`config.mk`:
```
export PLATFORM = sky130hd
export DESIGN_NAME = lmo_logical_micro_op_unit
export DESIGN_NICKNAME = d
export VERILOG_FILES = /design/src/lmo_pkg.sv /design/src/lmo_eval_if.sv /design/src/lmo_logic_eval.sv /design/src/lmo_logical_micro_op_unit.sv
export VERILOG_INCLUDE_DIRS = /design/src
export SDC_FILE = /design/constraint.sdc
export NUM_CORES = 1
export LEC_CHECK = 0
export ABC_CLOCK_PERIOD_IN_PS = 5870
export BUFFER_PORTS_ARGS = -buffer_cell sky130_fd_sc_hd__buf_2
export CAP_MARGIN = 20
export CORE_MARGIN = 1.5
export CORE_UTILIZATION = 25
export DETAILED_ROUTE_END_ITERATION = 6
export GPL_TIMING_DRIVEN = 1
export HOLD_SLACK_MARGIN = 0.03
export MAX_ROUTING_LAYER = met4
export PLACE_DENSITY = 0.45
export SLEW_MARGIN = 40
export SYNTH_ARGS = -nofsm -noshare
export SYNTH_HDL_FRONTEND = slang
export SYNTH_HIERARCHICAL = 1
export SYNTH_SLANG_ARGS = --single-unit
```
`constraint.sdc`:
```
create_clock -name pclk -period 5.87 [get_ports pclk]
set_clock_uncertainty 0.15 [all_clocks]
set_input_delay 0.8805 -clock pclk [delete_from_list [all_inputs] [get_ports pclk]]
set_output_delay 0.8805 -clock pclk [all_outputs]
set_load 0.01 [all_outputs]
```
`src/lmo_consts.svh`:
```
/*
 * Constants of the logical micro-op unit: register offsets, microword fields,
 * opcode codes, reset values and cycle counts.
 * Assumes it is included by bare name from the package and the design modules.
 */
`ifndef LMO_CONSTS_SVH
`define LMO_CONSTS_SVH

// ****************************************************************
// Register map (byte addresses on the APB side)
// ****************************************************************
`define LMO_OFS_MI        8'h00
`define LMO_OFS_STATE     8'h04
`define LMO_OFS_RF_BASE   2'b01
`define LMO_ADDR_RF_MSB   7
`define LMO_ADDR_RF_LSB   6
`define LMO_ADDR_IX_MSB   5
`define LMO_ADDR_IX_LSB   2

// ****************************************************************
// State register fields
// ****************************************************************
`define LMO_ST_BUSY_BIT   8
`define LMO_ST_STAT_MSB   7
`define LMO_ST_STAT_LSB   4
`define LMO_ST_CC_MSB     3
`define LMO_ST_CC_LSB     0

// ****************************************************************
// Microinstruction fields
// ****************************************************************
`define LMO_OPC_MSB       15
`define LMO_OPC_LSB       9
`define LMO_FLAG_BIT      8
`define LMO_SRC_MSB       7
`define LMO_SRC_LSB       4
`define LMO_DST_MSB       3
`define LMO_DST_LSB       0

// ****************************************************************
// Opcode codes in microword bits 15..9
// ****************************************************************
`define LMO_OPC_ANDN_W    7'h69
`define LMO_OPC_OR_B      7'h64
`define LMO_OPC_OR_W      7'h65
`define LMO_OPC_XOR_B     7'h66
`define LMO_OPC_XOR_W     7'h67
`define LMO_OPC_INV_B     7'h4E

// ****************************************************************
// Reset values and microcycle counts
// ****************************************************************
`define LMO_RST_MI        16'h0000
`define LMO_RST_BYTE      8'h00
`define LMO_RST_FLAGS     4'h0
`define LMO_BYTE_CYCLES   1
`define LMO_WORD_CYCLES   2

`endif

```
`src/lmo_pkg.sv`:
```
/*
 * Types and the opcode decoder of the logical micro-op unit.
 * Assumes lmo_consts.svh is on the include path.
 */
`include "lmo_consts.svh"

package lmo_pkg;

    // ****************************************************************
    // Types
    // ****************************************************************
    typedef enum logic [2:0] {
        LMO_NONE,
        LMO_AND_NOT_WORD,
        LMO_OR_BYTE,
        LMO_OR_WORD,
        LMO_XOR_BYTE,
        LMO_XOR_WORD,
        LMO_INVERT_BYTE
    } lmo_op_type;

    typedef enum logic [1:0] {
        LMO_IDLE,
        LMO_CYC1,
        LMO_CYC2
    } lmo_state_type;

    typedef struct packed {
        logic negative_status_flag;
        logic zero_status_flag;
        logic half_carry_status_flag;
        logic carry_out_status_flag;
    } lmo_status_type;

    typedef struct packed {
        logic n;
        logic z;
        logic v;
        logic c;
    } lmo_cc_type;

    // ****************************************************************
    // Decoding
    // ****************************************************************
    // Opcode field to operation; anything else is not this unit's
    function automatic lmo_op_type lmo_decode(input logic [15:0] mi);
        lmo_op_type op;
        op = LMO_NONE;
        case (mi[`LMO_OPC_MSB:`LMO_OPC_LSB])
            `LMO_OPC_ANDN_W: op = LMO_AND_NOT_WORD;
            `LMO_OPC_OR_B:   op = LMO_OR_BYTE;
            `LMO_OPC_OR_W:   op = LMO_OR_WORD;
            `LMO_OPC_XOR_B:  op = LMO_XOR_BYTE;
            `LMO_OPC_XOR_W:  op = LMO_XOR_WORD;
            `LMO_OPC_INV_B:  op = LMO_INVERT_BYTE;
            default:         op = LMO_NONE;
        endcase
        return op;
    endfunction

    // Word operations work on register pairs and take two microcycles
    function automatic logic lmo_is_word(input lmo_op_type op);
        return (op == LMO_AND_NOT_WORD) || (op == LMO_OR_WORD) || (op == LMO_XOR_WORD);
    endfunction

endpackage

```
`src/lmo_eval_if.sv`:
```
/*
 * Carrier between the sequencing top and the logic evaluator.
 * Assumes lmo_pkg is compiled first; purely combinational signals.
 */
`timescale 1ns/1ns
`default_nettype none

interface lmo_eval_if;
    import lmo_pkg::*;

    lmo_op_type     op;
    logic           flagged;
    logic [15:0]    dst_word;
    logic [15:0]    src_word;
    lmo_status_type status_in;
    lmo_cc_type     cc_in;
    logic [15:0]    result;
    lmo_status_type status_out;
    lmo_cc_type     cc_out;

    modport evaluator (
        input  op,
        input  flagged,
        input  dst_word,
        input  src_word,
        input  status_in,
        input  cc_in,
        output result,
        output status_out,
        output cc_out
    );

    modport sequencer (
        output op,
        output flagged,
        output dst_word,
        output src_word,
        output status_in,
        output cc_in,
        input  result,
        input  status_out,
        input  cc_out
    );
endinterface

`default_nettype wire

```
`src/lmo_logic_eval.sv`:
```
/*
 * Combinational evaluator: result, internal status flags and condition codes
 * of one logical microinstruction.
 * Assumes the caller registers the outputs at the writeback microcycle.
 */
`timescale 1ns/1ns
`default_nettype none

module lmo_logic_eval
    import lmo_pkg::*;
(
    lmo_eval_if.evaluator ev
);

    logic [15:0] res;
    logic        is_word;
    logic        neg;
    logic        zero;

    // ****************************************************************
    // Result
    // ****************************************************************
    // Byte results leave the upper byte zero; the top never stores it
    always_comb begin
        res = ev.dst_word;
        case (ev.op)
            LMO_AND_NOT_WORD: res = ev.dst_word & ~ev.src_word;
            LMO_OR_BYTE:      res = {8'h00, ev.dst_word[7:0] | ev.src_word[7:0]};
            LMO_OR_WORD:      res = ev.dst_word | ev.src_word;
            LMO_XOR_BYTE:     res = {8'h00, ev.dst_word[7:0] ^ ev.src_word[7:0]};
            LMO_XOR_WORD:     res = ev.dst_word ^ ev.src_word;
            LMO_INVERT_BYTE:  res = {8'h00, ~ev.src_word[7:0]};
            default:          res = ev.dst_word;
        endcase
    end

    // ****************************************************************
    // Flags
    // ****************************************************************
    // Sign and zero judged at the width of the operation
    always_comb begin
        is_word = lmo_is_word(ev.op);
        neg     = is_word ? res[15] : res[7];
        zero    = is_word ? (res == 16'h0000) : (res[7:0] == 8'h00);
        ev.result     = res;
        ev.status_out = ev.status_in;
        ev.cc_out     = ev.cc_in;
        if (ev.op != LMO_NONE) begin
            ev.status_out.negative_status_flag = neg;
            ev.status_out.zero_status_flag     = zero;
            if (ev.flagged) begin
                ev.cc_out.n = neg;
                ev.cc_out.z = zero;
                if (ev.op == LMO_INVERT_BYTE) begin
                    ev.cc_out.c = 1'b0;
                end else begin
                    ev.cc_out.v = 1'b0;
                end
            end
        end
    end

endmodule

`default_nettype wire

```
`src/lmo_logical_micro_op_unit.sv`:
```
/*
 * Logical micro-op unit: sixteen byte registers, internal status flags and
 * condition codes, executing the logical microinstructions issued over APB.
 * Assumes a single pclk domain and an APB master that keeps the protocol.
 */
`timescale 1ns/1ns
`default_nettype none
`include "lmo_consts.svh"

module lmo_logical_micro_op_unit
    import lmo_pkg::*;
#(
    parameter int ADDR_W = 8
) (
    input  wire logic              pclk,
    input  wire logic              presetn,
    input  wire logic              psel,
    input  wire logic              penable,
    input  wire logic              pwrite,
    input  wire logic [ADDR_W-1:0] paddr,
    input  wire logic [31:0]       pwdata,
    output var  logic [31:0]       prdata,
    output logic                   pready,
    output logic                   pslverr
);

    // ****************************************************************
    // State
    // ****************************************************************
    logic [7:0]     regs      [16];
    logic [7:0]     next_regs [16];
    logic [15:0]    mi;
    logic [15:0]    next_mi;
    lmo_state_type  state;
    lmo_state_type  next_state;
    lmo_status_type status;
    lmo_status_type next_status;
    lmo_cc_type     cc;
    lmo_cc_type     next_cc;
    logic [31:0]    next_prdata;

    logic           access;
    logic           is_mi;
    logic           is_state;
    logic           is_rf;
    logic [3:0]     rf_ix;
    logic           busy;
    logic           issue;
    logic           wb;
    lmo_op_type     op_q;
    logic [3:0]     src_ix;
    logic [3:0]     dst_ix;
    logic [3:0]     src_hi;
    logic [3:0]     dst_hi;

    lmo_eval_if ev ();

    lmo_logic_eval u_eval (
        .ev (ev)
    );

    // ****************************************************************
    // Bus decode
    // ****************************************************************
    // Zero-wait slave: read data is caught in the setup cycle
    assign access   = psel && penable;
    assign is_mi    = (paddr == ADDR_W'(`LMO_OFS_MI));
    assign is_state = (paddr == ADDR_W'(`LMO_OFS_STATE));
    assign is_rf    = (paddr[`LMO_ADDR_RF_MSB:`LMO_ADDR_RF_LSB] == `LMO_OFS_RF_BASE)
                      && (paddr[1:0] == 2'b00)
                      && ((paddr >> (`LMO_ADDR_RF_MSB + 1)) == '0);
    assign rf_ix    = paddr[`LMO_ADDR_IX_MSB:`LMO_ADDR_IX_LSB];
    assign busy     = (state != LMO_IDLE);
    assign pready   = 1'b1;

    // Writes while busy are refused so operands cannot shift mid-operation
    always_comb begin
        pslverr = 1'b0;
        if (access) begin
            if (!(is_mi || is_state || is_rf)) begin
                pslverr = 1'b1;
            end else if (pwrite && busy) begin
                pslverr = 1'b1;
            end else if (pwrite && is_mi && (lmo_decode(pwdata[15:0]) == LMO_NONE)) begin
                pslverr = 1'b1;
            end
        end
    end

    assign issue = access && pwrite && is_mi && !pslverr;

    // ****************************************************************
    // Microword fields
    // ****************************************************************
    assign op_q   = lmo_decode(mi);
    assign src_ix = mi[`LMO_SRC_MSB:`LMO_SRC_LSB];
    assign dst_ix = mi[`LMO_DST_MSB:`LMO_DST_LSB];
    assign src_hi = src_ix + 4'h1;
    assign dst_hi = dst_ix + 4'h1;

    // Operands to the evaluator; upper byte unused by byte operations
    assign ev.op        = busy ? op_q : LMO_NONE;
    assign ev.flagged   = mi[`LMO_FLAG_BIT];
    assign ev.dst_word  = {regs[dst_hi], regs[dst_ix]};
    assign ev.src_word  = {regs[src_hi], regs[src_ix]};
    assign ev.status_in = status;
    assign ev.cc_in     = cc;

    // ****************************************************************
    // Sequencer
    // ****************************************************************
    // Byte ops write back in CYC1, word ops hold one more microcycle
    always_comb begin
        next_state = state;
        next_mi    = mi;
        wb         = 1'b0;
        case (state)
            LMO_IDLE: begin
                if (issue) begin
                    next_mi    = pwdata[15:0];
                    next_state = LMO_CYC1;
                end
            end
            LMO_CYC1: begin
                if (lmo_is_word(op_q)) begin
                    next_state = LMO_CYC2;
                end else begin
                    wb         = 1'b1;
                    next_state = LMO_IDLE;
                end
            end
            LMO_CYC2: begin
                wb         = 1'b1;
                next_state = LMO_IDLE;
            end
            default: begin
                next_state = LMO_IDLE;
            end
        endcase
    end

    // ****************************************************************
    // Register file and flags
    // ****************************************************************
    // Only the destination byte or pair is written; a source that does not overlap it stays put
    always_comb begin
        next_regs   = regs;
        next_status = status;
        next_cc     = cc;
        if (wb) begin
            next_regs[dst_ix] = ev.result[7:0];
            if (lmo_is_word(op_q)) begin
                next_regs[dst_hi] = ev.result[15:8];
            end
            next_status = ev.status_out;
            next_cc     = ev.cc_out;
        end else if (access && pwrite && !pslverr) begin
            if (is_rf) begin
                next_regs[rf_ix] = pwdata[7:0];
            end else if (is_state) begin
                next_status = pwdata[`LMO_ST_STAT_MSB:`LMO_ST_STAT_LSB];
                next_cc     = pwdata[`LMO_ST_CC_MSB:`LMO_ST_CC_LSB];
            end
        end
    end

    // Read data captured in setup so prdata comes from a flip-flop
    always_comb begin
        next_prdata = prdata;
        if (psel && !penable) begin
            next_prdata = 32'h00000000;
            if (is_mi) begin
                next_prdata[15:0] = mi;
            end else if (is_state) begin
                next_prdata[`LMO_ST_BUSY_BIT] = busy;
                next_prdata[`LMO_ST_STAT_MSB:`LMO_ST_STAT_LSB] = status;
                next_prdata[`LMO_ST_CC_MSB:`LMO_ST_CC_LSB] = cc;
            end else if (is_rf) begin
                next_prdata[7:0] = regs[rf_ix];
            end
        end
    end

    always_ff @(posedge pclk or negedge presetn) begin
        if (!presetn) begin
            state  <= LMO_IDLE;
            mi     <= `LMO_RST_MI;
            status <= `LMO_RST_FLAGS;
            cc     <= `LMO_RST_FLAGS;
            prdata <= 32'h00000000;
            for (int i = 0; i < 16; i++) begin
                regs[i] <= `LMO_RST_BYTE;
            end
        end else begin
            state  <= next_state;
            mi     <= next_mi;
            status <= next_status;
            cc     <= next_cc;
            prdata <= next_prdata;
            regs   <= next_regs;
        end
    end

    // Reference values from the registers, independent of the evaluator
    logic [7:0]  src_snap;
    logic        overlap;
    logic [7:0]  or_byte_ref;
    logic [7:0]  xor_byte_ref;
    logic [15:0] dst_pair;
    logic [15:0] src_pair;
    logic [15:0] andn_word_ref;
    logic [15:0] or_word_ref;
    logic [15:0] xor_word_ref;
    logic        res_sign;
    logic        res_zero;
    assign src_snap      = regs[src_ix];
    assign overlap       = (src_ix == dst_ix) || (lmo_is_word(op_q) && (src_ix == dst_hi));
    assign or_byte_ref   = regs[dst_ix] | regs[src_ix];
    assign xor_byte_ref  = regs[dst_ix] ^ regs[src_ix];
    assign dst_pair      = {regs[dst_hi], regs[dst_ix]};
    assign src_pair      = {regs[src_hi], regs[src_ix]};
    assign andn_word_ref = dst_pair & ~src_pair;
    assign or_word_ref   = dst_pair | src_pair;
    assign xor_word_ref  = dst_pair ^ src_pair;
    // Sign and zero read back from the stored destination after writeback
    assign res_sign      = lmo_is_word(op_q) ? regs[dst_hi][7] : regs[dst_ix][7];
    assign res_zero      = lmo_is_word(op_q) ? (dst_pair == 16'h0000) : (regs[dst_ix] == 8'h00);
endmodule

`default_nettype wire

```
# Yosys cells after proc, flatten, opt, wreduce, memory -nomap -nowiden
# Index checks and enable logic that the tools add are counted.
[totals] register_bits=170 input_bits=45 word_cells=185
[classes] addsub=2 reduce_logical=39 eq_ne=31 n_lt_le_gt_ge=8 bitwise=14 mux=64
[op_table] op="128-bit two-way mux" n=4
[op_table] op="128-bit bitwise mux" n=3
[op_table] op="8-bit binary-select mux with 4-bit select" n=5
[op_table] op="8-bit two-way mux" n=15
[op_table] op="8-bit demux with 4-bit select" n=3
[op_table] op="16-bit one-hot mux with 6 select lines" n=1
[op_table] op="7-bit == test (second input constant)" n=12
[op_table] op="4-bit two-way mux" n=10
[op_table] op="3-bit one-hot mux with 6 select lines" n=2
[op_table] op="5-bit greater-or-equal comparator (second input constant)" n=5
[op_table] op="4-bit NOT with 5-bit output" n=5
[op_table] op="16-bit AND" n=1
[op_table] op="16-bit zero test" n=1
[op_table] op="8-bit zero test" n=2
[op_table] op="16-bit NOT" n=1
[op_table] op="16-bit bitwise OR" n=1
[op_table] op="16-bit XOR" n=1
[op_table] op="5-bit by 1-bit less-than comparator with 1-bit output (second input constant)" n=3
[op_table] op="1-bit logical AND" n=13
[op_table] op="3-bit == test (second input constant)" n=4
[op_table] op="3-bit two-way mux" n=4
[op_table] op="6-bit AND reduction" n=2
[op_table] op="1-bit two-way mux" n=10
[op_table] op="3-bit by 2-bit == test with 1-bit output (second input constant)" n=3
[op_table] op="other kinds (25)" n=47

# Logic depth before layout (Yosys ltp)
# Gate-level depths: netlist of the first run.
[logic_depth] depth_word=15 ltp_mapped=21 mapped_depth_nobuf=14

# Cells and area by module
# Netlist of the first run, hierarchy kept.
[modules_own_cells] module="lmo_logical_micro_op_unit" area_per_inst_um2=16180.5 cells_each=1415 n_inst=1 seq_area_each_um2=4254.1
[modules_own_cells] module="lmo_logic_eval" area_per_inst_um2=1348.8 cells_each=188 n_inst=1 seq_area_each_um2=0.0

# Worst setup path after synthesis of the first run
# No wires, ideal clock.
[synth_path] path_type="flip-flop to flip-flop" startpoint="register mi[0]" endpoint="register regs[20] (netlist name)" path_buffers=7 arrival_ns=4.884 required_ns=5.567 setup_time_ns=0.153 period_less_slack_ns=5.187 setup_slack_ns=0.683 path_stages_with_launch=19 cell_sequence="dfrtp_1 > clkbuf_1 > buf_4 > buf_4 > buf_2 > inv_1 > ha_1 > buf_2 > buf_1 > mux4_2 > mux4_1 > ha_1 > or3b_1 > a21oi_1 > a211oi_1 > o21a_1 > clkbuf_1 > nor2_1 > a221oi_1"
[synth_between] elab_chain_cells=10
[synth_lines] element="start, declared" line_no="lmo_logical_micro_op_unit.sv:32" text="logic [15:0] mi;"
[synth_lines] element="start signal, assigned" line_no="lmo_logical_micro_op_unit.sv:187" text="mi <= `LMO_RST_MI;"
[synth_lines] element="start signal, assigned" line_no="lmo_logical_micro_op_unit.sv:196" text="mi <= next_mi;"
[synth_lines] element="4-bit by 1-bit adder with 4-bit output (*)" line_no="lmo_logical_micro_op_unit.sv:99" text="assign dst_hi = dst_ix + 4'h1;"
[synth_lines] element="4-bit NOT with 5-bit output (*)"
[synth_lines] element="8-bit binary-select mux with 4-bit select (*)"
[synth_lines] element="8-bit two-way mux (*) (2 in a row)"
[synth_lines] element="via ev.dst_word[12]" line_no="lmo_eval_if.sv:13" text="logic [15:0] dst_word;"
[synth_lines] element="16-bit XOR (tied with other cells)"
[synth_lines] element="16-bit one-hot mux with 6 select lines (*)" line_no="lmo_logic_eval.sv:26" text="case (ev.op)"
[synth_lines] element="via ev.result[12]" line_no="lmo_eval_if.sv:17" text="logic [15:0] result;"
[synth_lines] element="128-bit bitwise mux (*)" line_no="lmo_logical_micro_op_unit.sv:153" text="next_regs[dst_hi] = ev.result[15:8];"
[synth_lines] element="128-bit two-way mux (*)" line_no="lmo_logical_micro_op_unit.sv:152" text="if (lmo_is_word(op_q)) begin"
[synth_lines] element="128-bit two-way mux (*)" line_no="lmo_logical_micro_op_unit.sv:150" text="if (wb) begin"
[synth_lines] element="end signal, assigned by index" line_no="lmo_logical_micro_op_unit.sv:192" text="regs[i] <= `LMO_RST_BYTE;"
[synth_lines] element="end signal, assigned" line_no="lmo_logical_micro_op_unit.sv:200" text="regs <= next_regs;"
[synth_lines] element="end, declared" line_no="lmo_logical_micro_op_unit.sv:30" text="logic [7:0] regs [16];"
# The timed path passes the listed nets; every way through them passes the cells marked *. The select of a mux whose other input is x is not followed.
# A chain may end at the register's enable or synchronous reset.

# Worst setup path in the final report of the first run
[layout_path] startpoint="register mi[4]" endpoint="register regs[83] (netlist name)"
[layout_between] elab_chain_cells=11
[layout_lines] element="4-bit by 1-bit adder with 4-bit output (*)" line_no="lmo_logical_micro_op_unit.sv:98" text="assign src_hi = src_ix + 4'h1;"
[layout_lines] element="4-bit NOT with 5-bit output (*)"
[layout_lines] element="8-bit binary-select mux with 4-bit select (*)"
[layout_lines] element="8-bit two-way mux (*) (2 in a row)"
[layout_lines] element="via ev.src_word[11]" line_no="lmo_eval_if.sv:14" text="logic [15:0] src_word;"
[layout_lines] element="16-bit NOT"
[layout_lines] element="16-bit AND"
[layout_lines] element="16-bit one-hot mux with 6 select lines (*)" line_no="lmo_logic_eval.sv:26"
[layout_lines] element="via ev.result[11]" line_no="lmo_eval_if.sv:17"
[layout_lines] element="128-bit bitwise mux (*)" line_no="lmo_logical_micro_op_unit.sv:153"
[layout_lines] element="128-bit two-way mux (*)" line_no="lmo_logical_micro_op_unit.sv:152"
[layout_lines] element="128-bit two-way mux (*)" line_no="lmo_logical_micro_op_unit.sv:150"
# Marked as above.

==> results of run 1 <==
## synth_stat cells, drive strengths merged (2+ instances only)
library cell | n | area [um^2]
o31ai | 4 | 35.0
a21oi | 52 | 260
o21ai | 52 | 260
and4b | 2 | 20.0
o221ai | 3 | 26.3
o2bb2ai | 3 | 26.3
dfrtp | 170 | 4250
ha | 43 | 538
nand4 | 16 | 128
nor2b | 20 | 128
nand2 | 40 | 150
a2111oi | 32 | 280
inv | 46 | 173
nand3 | 44 | 265
and2 | 6 | 40.0
nand3b | 7 | 65.1
and3b | 2 | 17.5
nor3b | 6 | 66.3
o211ai | 30 | 235
nand2b | 14 | 87.6
a211oi | 71 | 538
a2bb2oi | 3 | 26.3
and4 | 5 | 43.8
o21a | 12 | 91.3
o32a | 3 | 32.5
o22ai | 6 | 37.5
nor2 | 82 | 313
or2 | 3 | 18.8
a221oi | 72 | 656
conb | 2 | 7.51
a31o | 2 | 17.5
nor3 | 63 | 320
nor4 | 5 | 43.8
a22o | 10 | 87.6
xor2 | 3 | 26.3
mux2 | 92 | 1040
mux2i | 130 | 1300
clkbuf | 75 | 287
o311ai | 3 | 26.3
mux4 | 192 | 4340
a31oi | 9 | 56.3
buf | 111 | 703
or3b | 7 | 61.3
xnor2 | 3 | 52.6
and3 | 32 | 205
## per-stage QoR
| stage | util [%] | power (uW) | cell area [um^2] |
|---|---|---|---|
| CTS | 27.9 | 2780 | 19200 |
| finish | 27.9 | 2760 | 19200 |
| floorplan | - | 1410 | 17600 |
| detailed placement | 27.0 | 1540 | 18600 |
| global placement | 26.9 | 1530 | 18600 |
| global route | 27.9 | 2850 | 19200 |
## power breakdown
group          internal, uW  switching (uW)  total (uW)  leakage [uW]
Sequential             1190            36.6        1230       0.00197
Combinational           112             180         292       0.00525
Clock                   646             599        1240      0.000292
## logic make-up after synthesis
family	after synthesis	synth area share [%]
adder cells (fa/ha/maj)	43	3.07
flip-flops	170	24.3
multiplexers	414	38.1
buffers and inverters	232	6.63
AND/OR/NAND/NOR	361	11.7
other	2	0.0428
AO/OA/AOI/OAI	375	15.8
XOR/XNOR	6	0.450
## routing by layer
layer | vias to the layer above | share of wire [%] | global-route usage [%]
li1 | 6367 | - | -
met1 | 7975 | 43 | 28.7
met2 | 822 | 45 | 31.6
met3 | 115 | 8.9 | 4.79
met4 | 0 | 3.1 | 8.05
met5 | - | 0 | -
## layout make-up
class / instances / area share (%)
tap: 931 / 6.06
multi-input combinational: 1216 / 63.7
clock inverter: 13 / 0.840
inverter: 46 / 0.898
timing repair buffer: 111 / 3.99
sequential: 170 / 22.2
clock buffer: 18 / 2.29
## worst paths after layout
kind	from	endpoint	slack, ns	cells past startpoint
hold reg to reg	prdata[8]	prdata[8]	0.33	2
setup / recovery	mi[4]	regs[83]	1.0	13
setup reg to reg	mi[4]	regs[83]	1.0	13
hold / removal	presetn	regs[84]	0.18	1
min in group pclk	prdata[8]	prdata[8]	0.33	2
max in group asynchronous	presetn	mi[0]	4.47	2
## registers in the layout, summed over array words and instances (netlist names)
name / flops
state: 2
mi: 16
regs: 128
ev.status_in: 4
prdata: 16
cc: 4
## worst max-delay path, stage by stage (launching register included)
cell and delay (ns):
dfrtp_4 0.63, ha_2 0.72, buf_12 0.27, mux4_2 0.55, mux4_2 0.53, inv_1 0.11, ha_1 0.14, or3b_1 0.10
a21oi_1 0.07, a211oi_1 0.37, o21a_1 0.50, nor2_1 0.10, buf_4 0.21, a221oi_1 0.29
## cell usage in the layout, fill, tap and decap left out, types with 13 or more instances in the layout
| cell type | count |
|---|---|
| a2111oi_0 | 29 |
| a211oi_1 | 70 |
| a21oi_1 | 52 |
| a221oi_1 | 68 |
| and3_1 | 31 |
| buf_2 | 45 |
| buf_4 | 62 |
| clkbuf_16 | 18 |
| conb_1 | 17 |
| dfrtp_1 | 166 |
| ha_1 | 41 |
| inv_1 | 44 |
| mux2_2 | 83 |
| mux2i_1 | 130 |
| mux4_2 | 188 |
| nand2_1 | 39 |
| nand2b_1 | 14 |
| nand3_1 | 35 |
| nand4_1 | 13 |
| nor2_1 | 78 |
| nor2b_1 | 17 |
| nor3_1 | 61 |
| o211ai_1 | 28 |
| o21ai_0 | 51 |
==> impl_metrics.json, run 1 <==
{
  "synth_area_per_cell_um2": 10.9,
  "firstDrtPassIters": 5,
  "gp_congestion": 0.908,
  "multi_input_area_um2": 12300,
  "nFillCells": 7252,
  "die_h_um": 268,
  "fin_crit_ns": 4.87,
  "drtAntennaViolNets": 0,
  "drive_above_1_share_pct": 30.6,
  "hold_slack_ns": 0.176,
  "seq_area_frac_synth_pct": 24.3,
  "overflow": 0,
  "coreArea_um2": 68900,
  "placementRows": 96,
  "synth-async-reset-ratio_pct": 100,
  "cts_setup_buffers": 0,
  "setup_viol": 0,
  "crit_fanout": 22,
  "hold_path_class": "primary input to asynchronous set/reset pin",
  "maxCapViolations": 0,
  "grt_max_degree": 105,
  "n_antenna_cell": 0,
  "antenna_found_initial": 0,
  "status": "completed",
  "cts.path.max_buffers": 2,
  "htreeDepth": 4,
  "synth_cell_types": 88,
  "cts_sinks": 170,
  "finalHoldViolations": 0,
  "postCtsHoldBufs": 0,
  "synth_edf_count": 0,
  "leakagePower_uw": 0.00751,
  "crit_type": "register to register",
  "drc": 0,
  "drtIter0Drc": 1680,
  "routed_via_density": 6.10,
  "max_freq_mhz": 205,
  "io_buffers": 45,
  "rsz0062_at_grt": "no",
  "grt_pass1_vias": 14700,
  "syn_area_um2": 17500,
  "ys.warnings.count": 6,
  "numCtsBuffers": 17,
  "ios": 79,
  "start_kind": "register",
  "fin_nets": 1650,
  "vias": 15300,
  "slew_headroom_pct": 40.3,
  "start_util_pct": 25.4,
  "min_period_over_period_pct": 83.0,
  "setup_slack_ns": 0.997,
  "synth-main-ff-cell": "dfrtp_1",
  "dp_worst_setup_slack_ns": 1.09,
  "grt_pass1_wl_um": 108000,
  "power_density_nw_per_um2": 144,
  "crit_arrival_ns": 5.13,
  "syn2layout_area_growth_pct": 9.64,
  "dp_hpwl_um": 53100,
  "cts_root_buf": "clkbuf_16",
  "track_usage_pct": 21.5,
  "die_w_um": 268,
  "tns_ns": 0,
  "cp.required_ns": 6.13,
  "cts.clk_slew.worst_paths_ns": 0.08,
  "dp_cells": 2473,
  "wl_per_cell_um": 29.4,
  "seqCellArea_um2": 4260,
  "dieArea_um2": 71700,
  "synth_seq_cells": 170,
  "fin_cells": 2505,
  "tightest_slew_ns": 0.873,
  "clk_latency_ns": 0.52,
  "drv_slew": 0,
  "synthCells": 1603,
  "ir_drop_mv": 0.247,
  "drt_wl_total_um": 73600,
  "cts_tree": "built",
  "cts.repair.resized": 0,
  "endpoint_kind": "register"
}
Note: power is estimated with default switching activity, not from simulation.
==> run 2, diff against run 1 <==
--- a/config.mk
+++ b/config.mk
@@ -6,7 +6,7 @@
 export SDC_FILE = /design/constraint.sdc
 export NUM_CORES = 1
 export LEC_CHECK = 0
-export ABC_CLOCK_PERIOD_IN_PS = 5870
+export ABC_CLOCK_PERIOD_IN_PS = 4700
 export BUFFER_PORTS_ARGS = -buffer_cell sky130_fd_sc_hd__buf_2
 export CAP_MARGIN = 20
 export CORE_MARGIN = 1.5
==> constraint.sdc (replaced) <==
create_clock -name pclk -period 4.7 [get_ports pclk]
set_clock_uncertainty 0.15 [all_clocks]
set_input_delay 0.705 -clock pclk [delete_from_list [all_inputs] [get_ports pclk]]
set_output_delay 0.705 -clock pclk [all_outputs]
set_load 0.01 [all_outputs]
==> impl_metrics.json, run 2 (same netlist as run 1, synthesis figures left out) <==
{
  "cts_setup_buffers": 0,
  "largest_register_ff_count": 128,
  "crit_fanout": 9,
  "cts_root_buf": "clkbuf_16",
  "seqCellArea_um2": 4260,
  "cp.required_ns": 4.89,
  "fin_nets": 1663,
  "drtIter0Drc": 1678,
  "dieArea_um2": 71700,
  "track_usage_pct": 20.9,
  "tns_ns": 0,
  "ios": 79,
  "wl_per_cell_um": 28.7,
  "firstDrtPassIters": 6,
  "overflow": 0,
  "maxCapViolations": 0,
  "setup_viol": 0,
  "cts_tree": "built",
  "final_cell_mix": "mux4_2 (188), dfrtp_1 (166), mux2i_1 (130)",
  "htreeDepth": 4,
  "numCtsBuffers": 17,
  "crit_type": "register to register",
  "grt_pass1_wl_um": 105000,
  "n_antenna_cell": 0,
  "start_util_pct": 25.4,
  "crit_arrival_ns": 4.59,
  "multi_input_area_um2": 12300,
  "drc": 0,
  "drt_wl_total_um": 72300,
  "ir_drop_mv": 0.199,
  "start_kind": "register",
  "power_density_nw_per_um2": 177,
  "fin_crit_ns": 4.40,
  "max_freq_mhz": 227,
  "top_regs": "regs: 128 flops, mi: 16 flops, prdata: 16 flops",
  "cts.clk_slew.worst_paths_ns": 0.07,
  "final_common_cell": "mux4_2",
  "grt_pass1_vias": 14600,
  "antenna_found_initial": 2,
  "hold_path_class": "primary input to asynchronous set/reset pin",
  "min_period_over_period_pct": 93.7,
  "leakagePower_uw": 0.00761,
  "dp_hpwl_um": 53900,
  "top_register": "regs",
  "status": "completed",
  "die_h_um": 268,
  "rsz0062_at_grt": "no",
  "cts_sinks": 170,
  "drive_above_1_share_pct": 31.2,
  "finalHoldViolations": 0,
  "syn2layout_area_growth_pct": 10.8,
  "endpoint_kind": "register",
  "nFillCells": 7229,
  "gp_congestion": 0.915,
  "worst-r2r-cell-count": 12,
  "slew_headroom_pct": 42.7,
  "coreArea_um2": 68900,
  "die_w_um": 268,
  "grt_max_degree": 98,
  "placementRows": 96,
  "clk_latency_ns": 0.50,
  "io_buffers": 45,
  "routed_via_density": 5.97,
  "tightest_slew_ns": 0.838,
  "cts.path.max_buffers": 2,
  "vias": 15000,
  "drv_slew": 0,
  "power_uw": 3430,
  "drtAntennaViolNets": 0
}
[run 2: layer usage]
metal	wire [um]	track usage, %	vias up
met2	32700	31.1	746
li1	-	-	6384
met3	6520	4.71	131
met5	0	-	-
met4	1950	6.90	0
met1	31100	28.1	7775
[run 2: power breakdown]
group          switching (uW)  internal (uW)
registers                43.3           1490
logic                     226            143
clock network             715            816
total                     985           2450
[run 2: path summary, 6_finish.rpt]
check | to | slack (ns) | from
worst max-delay path | regs[82] | 0.30 | mi[4]
max in group asynchronous | regs[84] | 3.24 | presetn
worst max register to register | regs[82] | 0.30 | mi[4]
worst min register to register | prdata[8] | 0.34 | prdata[8]
worst min-delay path | mi[15] | 0.09 | presetn
min in group pclk | mi[10] | 0.30 | pwdata[10]
[run 2: worst max-delay path, cell delays in order, from the launching register on]
cell      delay, ns
dfrtp_4        0.49
ha_2           0.64
buf_12         0.21
mux4_2         0.50
mux4_2         0.52
inv_1          0.13
ha_1           0.23
nand2b_1       0.14
a21oi_1        0.13
a211oi_1       0.10
o21a_1         0.20
nor2_2         0.58
a221oi_1       0.21
[run 2: repair_timing]
action | 4_1_cts | 5_1_grt
endpoints found under the setup margin | 0 | 1
endpoints found under the hold margin | 0 | 0
resized for setup | 0 | 1
hold buffers | 0 | 0
[run 2: cell type report]
class                   count  share of cell area, %
clock buffers              20                   2.35
clock inverters            12                  0.702
inverters                  46                  0.889
multi-input cells        1216                   63.3
flip-flops and latches    170                   21.9
well taps                 931                   6.00
repair buffers            124                   4.84
[run 2: stage by stage]
stage	util, %	setup WS [ns]	instances	cell area (um^2)	hold WS, ns
after detailed placement	27.3	0.180	2487	18800	0.322
final	28.2	0.297	2519	19400	0.0917
after CTS	28.1	0.166	2519	19400	0.100
after global placement	27.2	0.190	2487	18800	0.315
after global routing	28.2	0.0757	2519	19400	0.131
after floorplan	-	0.0119	1618	17600	0.259
